### config.mk
export PLATFORM = sky130hd
export DESIGN_NAME = cpsc_pin_ctrl
export DESIGN_NICKNAME = d
export VERILOG_FILES = /design/src/cpsc_pkg.sv /design/src/cpsc_pad_cell.sv /design/src/cpsc_pin_ctrl.sv
export SDC_FILE = /design/constraint.sdc
export NUM_CORES = 1
export LEC_CHECK = 0
export BUFFER_PORTS_ARGS = -buffer_cell sky130_fd_sc_hd__buf_4
export CAP_MARGIN = 20
export CORE_UTILIZATION = 40
export DETAILED_ROUTE_END_ITERATION = 6
export PLACE_DENSITY = 0.83
export SYNTH_ARGS = -nofsm -noshare
export SYNTH_HDL_FRONTEND = slang
export SYNTH_SLANG_ARGS = --single-unit
### constraint.sdc
create_clock -name clk_sys_in -period 1.9 [get_ports clk_sys_in]
set_clock_uncertainty 0.05 [all_clocks]
set_input_delay 0.38 -clock clk_sys_in [delete_from_list [all_inputs] [get_ports clk_sys_in]]
set_output_delay 0.38 -clock clk_sys_in [all_outputs]
set_load 0.01 [all_outputs]
### src/cpsc_pkg.sv
// Constants shared by the configuration pin-state controller
package cpsc_pkg;
   // Number of JTAG input pads and their places above the user pads
   localparam int unsigned NUM_JTAG = 3;
   localparam int unsigned JTAG_TDI = 0;
   localparam int unsigned JTAG_TCK = 1;
   localparam int unsigned JTAG_TMS = 2;
   // Default count of general user pads
   localparam int unsigned NUM_IO_DEF = 8;
   // Values after reset
   localparam logic PULLUP_RST = 1'h1;
   localparam logic PEND_HI_RST = 1'h1;
   localparam logic PEND_LO_RST = 1'h0;
   // Configuration phase, one-hot
   typedef enum logic [2:0] {
      ST_PRECFG = 3'h1,
      ST_CONFIG = 3'h2,
      ST_ACTIVE = 3'h4
   } cpsc_phase_t;
endpackage

### src/cpsc_pad_cell.sv
// Output and pull-up control of one pad
`timescale 1ns/1ps
`default_nettype none
module cpsc_pad_cell (
   input  wire logic clk_sys_in,
   input  wire logic resetn_in,
   input  wire logic active_in,
   input  wire logic used_in,
   input  wire logic gts_in,
   input  wire logic extest_in,
   input  wire logic user_o_in,
   input  wire logic user_oe_in,
   input  wire logic scan_o_in,
   input  wire logic scan_oe_in,
   output var  logic pad_o_out,
   output var  logic pad_oe_out,
   output var  logic pad_pu_out
);
   logic o_reg, o_next;
   logic oe_reg, oe_next;
   logic pu_reg, pu_next;

   // ****************************************
   // Pad drive selection
   // ****************************************
   always_comb begin
      o_next  = 1'h0;
      oe_next = 1'h0;
      pu_next = cpsc_pkg::PULLUP_RST;
      if (extest_in) begin
         // Scan keeps the pin even against the global 3-state
         o_next  = scan_o_in;
         oe_next = scan_oe_in;
         pu_next = 1'h0;
      end else if (active_in && used_in) begin
         o_next  = user_o_in;
         oe_next = user_oe_in && !gts_in;
         pu_next = 1'h0;
      end else begin
         // Unused or not yet configured: input with weak pull-up
         o_next  = 1'h0;
         oe_next = 1'h0;
         pu_next = 1'h1;
      end
   end

   always_ff @(posedge clk_sys_in) begin
      if (!resetn_in) begin
         o_reg  <= 1'h0;
         oe_reg <= 1'h0;
         pu_reg <= cpsc_pkg::PULLUP_RST;
      end else begin
         o_reg  <= o_next;
         oe_reg <= oe_next;
         pu_reg <= pu_next;
      end
   end

   assign pad_o_out  = o_reg;
   assign pad_oe_out = oe_reg;
   assign pad_pu_out = pu_reg;
endmodule
`default_nettype wire

### src/cpsc_pin_ctrl.sv
// Pin-state control of user pads around device configuration
//
// Behaviour
// - Before and during configuration every pad not used for it floats with pull-up.
// - After configuration an unused pad is an input with pull-up, never driven.
// - There is no reset pin; any user pad can be chosen to drive the global set/reset net.
// - The global 3-state net floats all pad outputs, and the pending pins only once the I/O are active; it changes no power state.
// - There is no powerdown input; the global 3-state net is the only global float.
// - TDI, TCK and TMS go straight from their pads to scan and serve as logic inputs later.
// - Without the scan primitive scan is off once configured and JTAG pads are user pads.
// - The high pending pin is driven high until the I/O go active, then is a user pad.
// - The low pending pin is driven low until the I/O go active, then is a user pad.
// - Under EXTEST with scan enabled, scan keeps the pins despite the global 3-state net.
`timescale 1ns/1ps
`default_nettype none
module cpsc_pin_ctrl #(
   parameter int unsigned NUM_IO = cpsc_pkg::NUM_IO_DEF,
   parameter int unsigned NP     = NUM_IO + cpsc_pkg::NUM_JTAG,
   parameter int unsigned SW     = $clog2(NP)
) (
   input  wire logic          clk_sys_in,
   input  wire logic          resetn_in,
   input  wire logic          cfg_start_in,
   input  wire logic          io_active_in,
   input  wire logic          scan_inst_in,
   input  wire logic          extest_in,
   input  wire logic [NP-1:0] io_used_in,
   input  wire logic [NP-1:0] user_o_in,
   input  wire logic [NP-1:0] user_oe_in,
   input  wire logic [NP-1:0] scan_o_in,
   input  wire logic [NP-1:0] scan_oe_in,
   input  wire logic [NP-1:0] pad_i_in,
   input  wire logic          gts_pin_en_in,
   input  wire logic [SW-1:0] gts_sel_in,
   input  wire logic          gts_inv_in,
   input  wire logic          gts_int_in,
   input  wire logic          gsr_en_in,
   input  wire logic [SW-1:0] gsr_sel_in,
   input  wire logic          gsr_inv_in,
   input  wire logic [1:0]    pend_user_o_in,
   input  wire logic [1:0]    pend_user_oe_in,
   output var  logic [NP-1:0] pad_o_out,
   output var  logic [NP-1:0] pad_oe_out,
   output var  logic [NP-1:0] pad_pu_out,
   output var  logic [NP-1:0] pin_sync_out,
   output var  logic          pend_hi_o_out,
   output var  logic          pend_hi_oe_out,
   output var  logic          pend_lo_o_out,
   output var  logic          pend_lo_oe_out,
   output var  logic          gts_net_out,
   output var  logic          gsr_net_out,
   output var  logic          scan_enable_out,
   output var  logic          scan_tdi_out,
   output var  logic          scan_tck_out,
   output var  logic          scan_tms_out,
   output var  logic          io_active_out
);
   localparam int unsigned JB = NUM_IO;

   // Refuse pad counts the select fields cannot reach
   if (NUM_IO < 1 || NP != NUM_IO + cpsc_pkg::NUM_JTAG
       || SW < 1 || (1 << SW) < NP) begin : g_bad_cfg
      $error("cpsc_pin_ctrl: bad pad counts");
   end

   // ****************************************
   // Pad input synchronisers
   // ****************************************
   logic [NP-1:0] sync1_reg, sync2_reg;
   always_ff @(posedge clk_sys_in) begin
      if (!resetn_in) begin
         // Idle at the pull-up level, so no false global pulse follows reset
         sync1_reg <= '1;
         sync2_reg <= '1;
      end else begin
         sync1_reg <= pad_i_in;
         sync2_reg <= sync1_reg;
      end
   end
   assign pin_sync_out = sync2_reg;

   // ****************************************
   // Configuration phase
   // ****************************************
   cpsc_pkg::cpsc_phase_t state_reg, state_next;
   logic active;
   always_comb begin
      state_next = state_reg;
      case (state_reg)
         cpsc_pkg::ST_PRECFG: begin
            if (cfg_start_in) begin
               state_next = cpsc_pkg::ST_CONFIG;
            end
         end
         cpsc_pkg::ST_CONFIG: begin
            if (io_active_in) begin
               state_next = cpsc_pkg::ST_ACTIVE;
            end
         end
         cpsc_pkg::ST_ACTIVE: begin
            // Only reconfiguration leaves; 3-state never does
            if (cfg_start_in) begin
               state_next = cpsc_pkg::ST_CONFIG;
            end
         end
         default: state_next = cpsc_pkg::ST_PRECFG;
      endcase
   end
   always_ff @(posedge clk_sys_in) begin
      if (!resetn_in) begin
         state_reg <= cpsc_pkg::ST_PRECFG;
      end else begin
         state_reg <= state_next;
      end
   end
   assign active        = (state_reg == cpsc_pkg::ST_ACTIVE);
   assign io_active_out = active;

   // ****************************************
   // Global nets and scan routing
   // ****************************************
   logic global_tristate_net, gsr_src, gsr_next, gsr_reg, scan_en, extest;
   // No dedicated reset pin: any synchronised pad may feed set/reset
   assign gsr_src  = sync2_reg[gsr_sel_in] ^ gsr_inv_in;
   assign gsr_next = gsr_en_in && gsr_src;
   assign global_tristate_net      = gts_int_in || (gts_pin_en_in && (sync2_reg[gts_sel_in] ^ gts_inv_in));
   // Scan lives through configuration, then only if instantiated
   assign scan_en  = !active || scan_inst_in;
   assign extest   = scan_en && extest_in;
   always_ff @(posedge clk_sys_in) begin
      if (!resetn_in) begin
         gsr_reg <= 1'h0;
      end else begin
         gsr_reg <= gsr_next;
      end
   end
   assign gsr_net_out     = gsr_reg;
   assign gts_net_out     = global_tristate_net;
   assign scan_enable_out = scan_en;
   // Direct from pad, no io_cell in the path
   assign scan_tdi_out    = scan_en && sync2_reg[JB + cpsc_pkg::JTAG_TDI];
   assign scan_tck_out    = scan_en && sync2_reg[JB + cpsc_pkg::JTAG_TCK];
   assign scan_tms_out    = scan_en && sync2_reg[JB + cpsc_pkg::JTAG_TMS];

   // ****************************************
   // Pad cells
   // ****************************************
   genvar gi;
   generate
      for (gi = 0; gi < NP; gi++) begin : g_pad
         logic used;
         // JTAG pads drive only once scan is gone
         if (gi >= JB) begin : g_jtag
            assign used = io_used_in[gi] && !scan_en;
         end else begin : g_user
            assign used = io_used_in[gi];
         end
         cpsc_pad_cell u_cell (
            .clk_sys_in (clk_sys_in),
            .resetn_in  (resetn_in),
            .active_in  (active),
            .used_in    (used),
            .gts_in     (global_tristate_net),
            .extest_in  (extest),
            .user_o_in  (user_o_in[gi]),
            .user_oe_in (user_oe_in[gi]),
            .scan_o_in  (scan_o_in[gi]),
            .scan_oe_in (scan_oe_in[gi]),
            .pad_o_out  (pad_o_out[gi]),
            .pad_oe_out (pad_oe_out[gi]),
            .pad_pu_out (pad_pu_out[gi])
         );
      end
   endgenerate

   // ****************************************
   // Pending status pins
   // ****************************************
   logic hi_o_reg, hi_o_next, hi_oe_reg, hi_oe_next;
   logic lo_o_reg, lo_o_next, lo_oe_reg, lo_oe_next;
   always_comb begin
      // One phase decode feeds both, so they switch together
      if (!active) begin
         hi_o_next  = 1'h1;
         hi_oe_next = 1'h1;
         lo_o_next  = 1'h0;
         lo_oe_next = 1'h1;
      end else begin
         hi_o_next  = pend_user_o_in[0];
         hi_oe_next = pend_user_oe_in[0] && !global_tristate_net;
         lo_o_next  = pend_user_o_in[1];
         lo_oe_next = pend_user_oe_in[1] && !global_tristate_net;
      end
   end
   always_ff @(posedge clk_sys_in) begin
      if (!resetn_in) begin
         hi_o_reg  <= cpsc_pkg::PEND_HI_RST;
         hi_oe_reg <= 1'h1;
         lo_o_reg  <= cpsc_pkg::PEND_LO_RST;
         lo_oe_reg <= 1'h1;
      end else begin
         hi_o_reg  <= hi_o_next;
         hi_oe_reg <= hi_oe_next;
         lo_o_reg  <= lo_o_next;
         lo_oe_reg <= lo_oe_next;
      end
   end
   assign pend_hi_o_out  = hi_o_reg;
   assign pend_hi_oe_out = hi_oe_reg;
   assign pend_lo_o_out  = lo_o_reg;
   assign pend_lo_oe_out = lo_oe_reg;
endmodule
`default_nettype wire

# After elaboration in Yosys (flattened, before gate mapping)
# Cells that the tools add are included.
# Widths: inputs -> output; s select.
[word_totals] in_bits=89 reg_bits=63 word_cells=164 output_inout_bits=55
[classes] reduce_logical=41 muxes=73 eq_ne=5 bitwise_logic=2 order_cmp=2
[op_table] op="$mux 1" n=68
[op_table] op="$logic_and 1x1->1" n=33
[op_table] op="$lt 4x5->1 const B" n=2
[op_table] op="$bmux 1 s4" n=2
[op_table] op="$mux 3" n=2
[op_table] op="$pmux 3 s2" n=1
[op_table] op="$reduce_and 2->1" n=2
[op_table] op="$eq 3x1->1 const B" n=1
[op_table] op="$eq 3x2->1 const B" n=1
[op_table] op="$eq 3x3->1 const B" n=1
[op_table] op="$logic_not 1->1" n=3
[op_table] op="$logic_or 1x1->1" n=2
[op_table] op="$ne 2x1->1 const B" n=1
[op_table] op="$ne 2x2->1 const B" n=1
[op_table] op="$reduce_or 2->1" n=1
[op_table] op="$xor 1x1->1" n=2

# Longest topological paths before layout
# Gate-level depths: netlist of run 1.
[logic_depth] depth_word=9 depth_mapped=9

# Hierarchy
# Synthesis of run 1 repeated with hierarchy kept, for this count alone.
[hier_totals] cells_unflattened=224 hier_area_um2=2428.6
[modules_own_cells] module="cpsc_pad_cell" area_each_um2=111.4 n_inst=11 cells_each=10 seq_area_each_um2=60.1
[modules_own_cells] module="cpsc_pin_ctrl" area_each_um2=1203.7 n_inst=1 cells_each=114 seq_area_each_um2=600.6

# Worst setup path before layout of run 1
# OpenSTA, ideal clock, no wires.
[synth_path] path_type="input to output" from="in gts_sel_in[1]" to="out gts_net_out" t_arrival_ns=1.589 path_buffers=2 stages=6 path_slack_ns=-0.119 required_ns=1.470 cell_sequence="buf_6 > nand2b_4 > mux4_2 > o221a_2 > nand2_2 > buf_6"
[synth_between] elab_chain_len=5
[synth_lines] item="start: declaration" line="cpsc_pin_ctrl.sv:34" text="input wire logic [SW-1:0] gts_sel_in,"
[synth_lines] item="$bmux 1 s4" line="cpsc_pin_ctrl.sv:126" text="assign global_tristate_net = gts_int_in || (gts_pin_en_in && (sync2_reg[gts_sel_in] ^ gts_inv_in));"
[synth_lines] item="$mux 1 (implied by the code)" line="cpsc_pin_ctrl.sv:126"
[synth_lines] item="$xor 1x1->1" line="cpsc_pin_ctrl.sv:126"
[synth_lines] item="$logic_and 1x1->1" line="cpsc_pin_ctrl.sv:126"
[synth_lines] item="$logic_or 1x1->1" line="cpsc_pin_ctrl.sv:126"
[synth_lines] item="end: declaration" line="cpsc_pin_ctrl.sv:50" text="output var logic gts_net_out,"
# Every way passes these cells. The select of a mux whose other input is x is not followed.

# Worst setup path after layout of run 1
[layout_path] from="reg sync2_reg[0], in the netlist pin_sync_out[0]" to="out gts_net_out"
[layout_between] elab_chain_len=5
[layout_lines] item="start: declaration" line="cpsc_pin_ctrl.sv:69" text="logic [NP-1:0] sync1_reg, sync2_reg;"
[layout_lines] item="start signal: assignment" line="cpsc_pin_ctrl.sv:77" text="sync2_reg <= sync1_reg;"
[layout_lines] item="$bmux 1 s4" line="cpsc_pin_ctrl.sv:126"
[layout_lines] item="$mux 1 (implied by the code)" line="cpsc_pin_ctrl.sv:126"
[layout_lines] item="$xor 1x1->1" line="cpsc_pin_ctrl.sv:126"
[layout_lines] item="$logic_and 1x1->1" line="cpsc_pin_ctrl.sv:126"
[layout_lines] item="$logic_or 1x1->1" line="cpsc_pin_ctrl.sv:126"
# Every way passes these cells. The select of a mux whose other input is x is not followed.

==> reports/metrics.yaml, run 1 <==
floorplan:
  die_area_um2: 7140
  core-area_um2: 6460
  die_h_um: 84.5
  initial_core_util_pct: 42.2
  rows: 29
  die_w_um: 84.5
  ios: 144
global_route:
  grt_pass1_wl_um: 11300
  grt_max_degree: 63
  grt_pass1_vias: 2399
  track_usage_pct: 20.4
  gr-total-overflow: 0
  antenna_found_initial: 0
logic_synthesis:
  yosysWarnings: 0
  synth_top_family_by_area: "simple AND/OR/NAND/NOR gates"
  syn-num-nets: 367
  synth_edf_count: 0
  netlist_instances: 278
  synth-adder-area-share_pct: 0
  synth_cell_types: 36
  ys_async_sr_fraction_pct: 0
  yosysTopAreaCellShare_pct: 46.3
  synth_top_area_cell: "dfxtp_1"
  synth_most_common_cell: "dfxtp_1"
  synth_commonest_cells: "dfxtp_1, buf_4, nand3_1, nand2b_1, nand2_1"
  seq_area_frac_synth_pct: 46.3
  synth.area.mux_share_pct: 4.92
  synth_area_um2: 2720
  syn_area_per_cell_um2: 9.80
  synthTopCellsByArea: "dfxtp_1, buf_4, nand3_1, nand2b_1, a21boi_0"
  yosys_register_bits: 63
  synth-compound-area-share_pct: 10.5
  synthSimpleGateAreaFrac_pct: 23.8
  synth_xor_area_share_pct: 0.322
  ys.flop_type: "dfxtp_1"
clocking:
  clock_sinks: 63
  cts_tree: "done"
  cts_hold_buf: 0
  h-tree-depth: 3
  clk_latency_ns: 0.33
  cts_root_buf: "clkbuf_8"
  clk_pin_slew_worst_paths_ns: 0.07
  cts_made_buffers: 9
  cts_max_path_buffers: 2
critical_path:
  arrival_ns: 1.76
  cp_slowest_cell: "mux4_2"
  end_kind: "primary output"
  slowest_delay_ns: 0.52
  worstSetupPathType: "reg -> out"
  critPathBufInv: 1
  cp.required_ns: 1.47
  worstPathCellList: "mux2i_1, mux4_2, a41oi_4, nand2_4, buf_6"
  critPathMaxFanout: 3
  crit_family: "multiplexers"
  start_kind: "register"
finish:
  nets: 494
  area_delta_synth_final_pct: 46.6
  drive_gt1_share_pct: 52.9
  fill_cells: 548
  diodes: 0
power:
  pwr_density_cell_nw_per_um2: 791
  irDropWorstVdd_mv: 0.452
  leakagePower_uw: 0.00179
  finalPower_uw: 3160
timing:
  period_needed_ns: 2.19
  fmax_ghz: 0.458
  setup_viol: 1
  finalHoldViolCount: 0
  worst_slack_ns: -0.286
  post-route-period-util_pct: 115
  fin_setup_tns_ns: -0.286
  rsz0062_at_grt: "yes"
  slew_violations: 0
  slew-limit-headroom_pct: 63.7
  worstMarginPinSlew_ns: 0.545
route:
  avgRoutedWirePerCell_um: 14.6
  ant_nets: 0
  viasPerCell: 4.91
  vias: 2392
  routed_wl_um: 7130
  drc: 9
  drt_iter0_markers: 93
  drt-pass1-iter-count: 7
place:
  dp.final_hpwl_um: 5280
  place_ws_ns: -0.226
  gp_congestion: 0.870
  numPortBuffers: 143
outcome:
  outcome: "finished, violations left"
  failed_checks: "DRC, setup timing"
job:
  maxCapViolations: 0
hold_path:
  hold_path.class: "in -> reg"
## layout by cell type (no fill, tap or decap), types with 2 or more instances in the layout
master / Yosys / routed
dfxtp_4: 0 / 2
clkinvlp_4: 0 / 2
o21ai_2: 9 / 9
mux2i_1: 4 / 4
and2_1: 12 / 9
clkbuf_8: 0 / 10
bufinv_16: 0 / 2
a21oi_1: 2 / 2
dfxtp_2: 0 / 8
dfxtp_1: 63 / 53
mux4_2: 3 / 4
nor2_1: 4 / 4
nor2b_4: 0 / 2
nor2b_1: 4 / 2
buf_4: 34 / 161
o21ai_1: 2 / 2
a21boi_0: 11 / 11
and3_1: 2 / 2
nand4_1: 11 / 11
o21ai_0: 10 / 10
nand3b_1: 3 / 3
nand2_1: 20 / 20
inv_1: 2 / 2
and2_4: 0 / 3
nand3_1: 30 / 30
nand2b_1: 23 / 23
buf_6: 6 / 4
## metal layers
layer  up-vias  global-route usage, %  part of all wire [%]
met3        18                   6.10                   6.7
met5         -                      0                     0
met2        94                   38.3                    54
li1       1167                      -                     -
met4         0                   9.09                   2.7
met1      1113                   20.9                    37
## worst reg2reg max path, delay by kind of cell (launching register included)
| family | cells | cell delay [ns] |
|---|---|---|
| buf+inv | 1 | 0.22 |
| mux | 1 | 0.48 |
| compound gates | 2 | 0.36 |
| flops | 1 | 0.32 |
| simple gates | 2 | 0.23 |
## power breakdown
group | internal, µW | leakage (µW) | switching (µW) | total (µW)
registers | 1380 | 0.000519 | 21.9 | 1400
logic | 263 | 0.00117 | 181 | 444
clock network | 781 | 0.000109 | 536 | 1320
total | 2420 | 0.00179 | 739 | 3160
## metrics by stage
stage / util, % / cell area, µm² / instances / hold WS (ns)
floorplan: - / 2750 / 278 / 0.336
global placement: 56.1 / 3620 / 460 / 0.342
detailed placement: 56.1 / 3620 / 460 / 0.342
CTS: 60.9 / 3940 / 482 / 0.162
global route: 61.8 / 3990 / 487 / 0.163
finish: 61.8 / 3990 / 487 / 0.175
## repair_timing
| action | CTS | global route |
|---|---|---|
| endpoints found under the setup margin | 5 | 4 |
| setup buffers | 6 | 5 |
| cloned | 0 | 0 |
| pin swaps | 2 | 5 |
| gates resized for setup | 17 | 7 |
## kinds of logic after synthesis
logic type / Yosys count
muxes: 8
xor gates and xnor gates: 1
DFF: 63
AOI/OAI and AO/OA: 39
and+or+nand+nor: 115
buffers and inverters: 52
## path summary, 6_finish.rpt
path / cells past startpoint / to / slack, ns / startpoint
worst max register to register: 6 / g_pad[0].u_cell.pad_oe_out / 0.12 / pin_sync_out[7]
worst min register to register: 1 / pin_sync_out[6] / 0.36 / sync1_reg[6]
worst min-delay path: 2 / sync1_reg[1] / 0.18 / pad_i_in[1]
worst max-delay path: 5 / gts_net_out / -0.29 / pin_sync_out[0]
## final cells by class
class,count,area [µm²],area share [%]
sequential,63,1280,32.0
tap,77,96.3,2.41
clock buffer,10,138,3.45
timing repair buffer,165,1250,31.4
clock inverter,6,92.6,2.32
inverter,3,13.8,0.345
multi-input combinational,163,1120,28.1
No activity file was read; power rests on OpenSTA's default activity.
==> run 2: changes to the inputs <==
Settings changed: CELL_PAD_IN_SITES_DETAIL_PLACEMENT set to 1, CELL_PAD_IN_SITES_GLOBAL_PLACEMENT set to 1, CORE_UTILIZATION 40 to 29, PLACE_DENSITY 0.83 to 0.84.
==> run 2 against run 1 <==
  * The run ends with setup timing left
  * Die area rose by 37%
  * Hold slack got worse by 0.024 ns
  * Cell count rose by 7.4%
  * Count of clock-buffer cells in the layout fell by 1
  * Total power rose by 6.9%
  * Largest power group is now the clock network
==> reports/metrics.yaml, run 2 (synthesized netlist as in run 1, its figures left out) <==
outcome:
  outcome: "finished, violations left"
  failed_checks: "setup timing"
clocking:
  cts_max_path_buffers: 2
  cts_tree: "done"
  clock_sinks: 63
  cts_root_buf: "clkbuf_8"
  clk_pin_slew_worst_paths_ns: 0.09
  clk_latency_ns: 0.36
  cts_made_buffers: 9
  h-tree-depth: 3
critical_path:
  end_kind: "primary output"
  arrival_ns: 1.82
  worstSetupPathType: "reg -> out"
  start_kind: "register"
  critPathMaxFanout: 3
  cp.required_ns: 1.47
timing:
  rsz0062_at_grt: "yes"
  setup_viol: 4
  fmax_ghz: 0.444
  worstMarginPinSlew_ns: 0.303
  slew-limit-headroom_pct: 79.6
  slew_violations: 0
  period_needed_ns: 2.25
  finalHoldViolCount: 0
  fin_setup_tns_ns: -0.430
  post-route-period-util_pct: 119
  hold_ws_ns: 0.151
  worst_slack_ns: -0.354
route:
  avgRoutedWirePerCell_um: 17.3
  drt-pass1-iter-count: 4
  drt_iter0_markers: 63
  routed_wl_um: 9070
  ant_nets: 0
  drc: 0
  viasPerCell: 4.80
  vias: 2509
place:
  place_ws_ns: -0.237
  gp_congestion: 0.858
  dp.final_hpwl_um: 6590
  numPortBuffers: 143
  placed_area_um2: 3720
finish:
  fin_area_um2: 4140
  final_common_cell: "buf_4"
  fill_cells: 1019
  ff_latch_area_um2: 1280
  final_cell_mix: "buf_4, dfxtp_1, nand3_1"
  multi_input_area_um2: 1120
  nets: 499
  area_delta_synth_final_pct: 52.0
  diodes: 0
  drive_gt1_share_pct: 54.0
global_route:
  grt_pass1_vias: 2656
  grt_max_degree: 59
  track_usage_pct: 18.7
  grt_pass1_wl_um: 13700
  antenna_found_initial: 0
  gr-total-overflow: 0
floorplan:
  rows: 34
  initial_core_util_pct: 30.6
  core-area_um2: 8890
  die_w_um: 98.9
  ios: 144
  die_h_um: 98.9
  die_area_um2: 9780
power:
  irDropWorstVdd_mv: 0.379
  finalPower_uw: 3380
  leakagePower_uw: 0.00185
  pwr_density_cell_nw_per_um2: 816
job:
  maxCapViolations: 0
hold_path:
  hold_path.class: "in -> reg"
run 2: worst max-delay path, stage by stage, from the launching register on:
cell and delay, ns:
dfxtp_1 0.36, mux2i_1 0.08, mux4_2 0.53, a41oi_4 0.27, nand2_4 0.11, buf_6 0.14
run 2: metal layers:
metal	share of wire, %	global-route usage [%]	wire length [µm]
met1	38	20.0	3420
met2	52	33.5	4760
met3	5.4	4.61	493
met4	4.3	10.7	394
met5	0	0	0
run 2: final cells by class:
type                    instances  area share (%)
inverters                       3           0.333
repair buffers                170            32.3
multi-input cells             163            27.1
clock inverters                 7            3.08
flip-flops and latches         63            31.0
well taps                     108            3.26
clock buffers                   9            2.99
run 2: power by group:
part	internal, µW	switching (µW)	total, µW
Combinational	276	198	474
Sequential	1380	22.1	1400
Clock	892	613	1510
Total	2550	834	3380
run 2: timing repair:
item,4_1_cts,5_1_grt
gates resized for setup,22,6
pin swaps,5,2
endpoints found under the setup margin,12,6
buffers inserted,9,4
hold buffers,0,0
run 2: path summary, 6_finish.rpt:
check                                        from                          to  slack [ns]  depth (start not counted)
worst max register to register    pin_sync_out[4]  g_pad[0].u_cell.pad_oe_out        0.08                          6
worst min-delay path            pend_user_o_in[0]               pend_hi_o_out        0.15                          2
worst min register to register       sync1_reg[1]             pin_sync_out[1]        0.35                          1
worst max-delay path              pin_sync_out[8]                 gts_net_out       -0.35                          5
run 2: stage by stage:
| step | utilization (%) | instances |
|---|---|---|
| after global routing | 46.6 | 523 |
| after floorplan | - | 278 |
| final | 46.6 | 523 |
| after CTS | 46.1 | 519 |
| after detailed placement | 41.9 | 494 |
| after global placement | 41.9 | 494 |
==> run 3: changes to the inputs <==
Settings changed: CORE_UTILIZATION 29 to 28, PLACE_DENSITY 0.84 to 0.83, SYNTH_HIERARCHICAL set to 1.
==> run 3 against run 2 <==
  * The run still ends with setup timing left
  * Sequential share of layout area is 0.67 points lower
  * Hold slack improved by 0.019 ns
  * Non-clock buffer count is 3 lower
  * First-iteration DRC count grew 25%
  * Maximum frequency down 3.1%
  * Sequential power about the same
  * Cell count decreased by 2.9%
  * Combinational power is essentially flat
  * Worst setup slack worse by 0.072 ns
  * Largest cell class unchanged
  * Highest routed layer unchanged
==> reports/metrics.yaml, run 3 <==
floorplan:
  die_area_um2: 9050
  die_w_um: 95.1
  initial_core_util_pct: 29.3
  core-area_um2: 8300
  ios: 144
  die_h_um: 95.1
  rows: 33
finish:
  final_common_cell: "buf_4"
  drive_gt1_share_pct: 52.1
  nets: 487
  final_util_pct: 50.4
  final_cell_mix: "buf_4, dfxtp_1, nand2b_1"
  fill_cells: 944
  fin_area_um2: 4180
  diodes: 0
  area_delta_synth_final_pct: 72.2
logic_synthesis:
  syn_area_per_cell_um2: 10.8
  synth_commonest_cells: "dfxtp_1, nand2b_1, and2_1, nand2_1, o21ai_0"
  synth_top_area_cell: "dfxtp_1"
  yosys_register_bits: 63
  seq_area_frac_synth_pct: 51.9
  yosysWarnings: 6
  synthTopCellsByArea: "dfxtp_1, nand2b_1, a32o_1, nor4bb_1, nand4b_1"
  ys_async_sr_fraction_pct: 0
  synth_cell_types: 34
  netlist_instances: 224
  ys.flop_type: "dfxtp_1"
  synth_area_um2: 2430
  synth_most_common_cell: "dfxtp_1"
  syn-num-nets: 313
  yosysTopAreaCellShare_pct: 51.9
  synth_edf_count: 0
global_route:
  gr-total-overflow: 0
  grt_pass1_wl_um: 11600
  grtUsageMet1_pct: 19.0
  grt_max_degree: 53
  antenna_found_initial: 0
  track_usage_pct: 17.2
  use_met3_pct: 4.94
  grt_use_met2_pct: 30.7
  grt-busiest-layer: "met2"
  grt_pass1_vias: 2386
route:
  drt-pass1-iter-count: 4
  drc: 0
  vias: 2406
  ant_nets: 0
  viasPerCell: 4.74
  avgRoutedWirePerCell_um: 16.2
  routed_wl_um: 8250
  drt_iter0_markers: 79
critical_path:
  cp.required_ns: 1.47
  critPathMaxFanout: 3
  worstRegToRegCells: 8
  start_kind: "register"
  rr_endpoint: "g_pad[9].u_cell/pad_oe_out"
  rrSetupSlack_ns: -0.31
  worstSetupPathType: "reg -> out"
  arrival_ns: 1.90
  timing.rr.start: "pin_sync_out[10]"
  end_kind: "primary output"
hold_path:
  hold_start: "pad_i_in[2]"
  hold_path_depth: 2
  hold_path.class: "in -> reg"
  min_to: "sync1_reg[2]"
place:
  numPortBuffers: 143
  gp_congestion: 0.718
  dp.final_hpwl_um: 5920
  placed_area_um2: 3800
job:
  maxCapViolations: 0
timing:
  post-route-period-util_pct: 122
  finalHoldViolCount: 0
  slew-limit-headroom_pct: 68.4
  fmax_ghz: 0.430
  worstMarginPinSlew_ns: 0.474
  rsz0062_at_grt: "yes"
  setup_viol: 12
  slew_violations: 0
  worst_slack_ns: -0.426
  period_needed_ns: 2.33
power:
  leakagePower_uw: 0.00185
  irDropWorstVdd_mv: 0.333
  pwr_density_cell_nw_per_um2: 764
clocking:
  cts_root_buf: "clkbuf_8"
  h-tree-depth: 3
  cts_made_buffers: 9
  cts_max_path_buffers: 2
  clk_pin_slew_worst_paths_ns: 0.07
  clk_latency_ns: 0.34
  clock_sinks: 63
  cts_tree: "done"
outcome:
  failed_checks: "setup timing"
  outcome: "finished, violations left"
run 3: cell types whose count changed after synthesis, sizes merged, moves of 9 or more:
| cell | before | now |
|---|---|---|
| a32o | 0 | 11 |
| buf | 42 | 1 |
| nand2 | 22 | 13 |
| nand3 | 30 | 0 |
| nand4 | 11 | 0 |
| nand4b | 1 | 11 |
| nor4bb | 0 | 11 |
run 3: worst max path at each step:
stage / startpoint / endpoint / slack [ns]
after floorplan: gts_sel_in[1] / g_pad[0].u_cell/pad_oe_out / -0.23
after global placement: gts_sel_in[1] / gts_net_out / -0.42
after detailed placement: gts_sel_in[1] / gts_net_out / -0.46
after CTS: pin_sync_out[5] / gts_net_out / -0.45
after global routing: pin_sync_out[10] / gts_net_out / -0.50
final: pin_sync_out[10] / gts_net_out / -0.43
run 3: report_power, final:
group	total, µW	internal [µW]	leakage [µW]	switching, µW
clock	1320	780	0.000109	539
combinational	473	287	0.00122	186
sequential	1400	1380	0.000521	21.8
total	3190	2450	0.00185	747
run 3: cell type report:
class	instances	area, µm²	area share, %
Tap cell	105	131	3.14
Timing Repair Buffer	167	1310	31.2
Inverter	3	11.3	0.269
Multi-Input combinational cell	154	1240	29.6
Clock inverter	6	92.6	2.21
Sequential cell	63	1270	30.3
Clock buffer	10	138	3.29
run 3: timing repair:
item                                    4_1_cts  5_1_grt
hold buffers                                  0        0
resized for setup                             6       19
buffers inserted                              2        4
hold endpoints to repair                      0        0
endpoints found under the setup margin       17       16
pin swaps                                     2        4
run 3: through the flow:
stage / instances / TNS [ns] / setup WS (ns) / hold slack, ns / total power, µW
after floorplan: 224 / -2.65 / -0.227 / 0.336 / 1590
after global placement: 486 / -4.11 / -0.416 / 0.343 / 1860
after detailed placement: 486 / -5.07 / -0.458 / 0.347 / 1880
after CTS: 504 / -3.46 / -0.454 / 0.156 / 3220
after global routing: 508 / -4.80 / -0.498 / 0.151 / 3330
final: 508 / -3.56 / -0.426 / 0.171 / 3190
run 3: kinds of logic after synthesis:
group / Yosys count / share of synthesized area (%)
compound gates: 47 / 14.6
mux: 8 / 4.74
simple gates: 97 / 26.6
buf+inv: 7 / 1.39
flops: 63 / 51.9
xor+xnor: 2 / 0.721
run 3: metal layers:
metal | part of all wire [%] | wire length (µm)
met1 | 39 | 3190
met2 | 54 | 4440
met3 | 5.3 | 435
met4 | 2.2 | 179
met5 | 0 | 0
run 3: critical path, stage by stage, from the launching register on:
cell and delay (ns):
dfxtp_1 0.32, mux2i_1 0.18, o211ai_1 0.16, buf_4 0.16, a31o_2 0.24, or3_4 0.36
buf_6 0.14
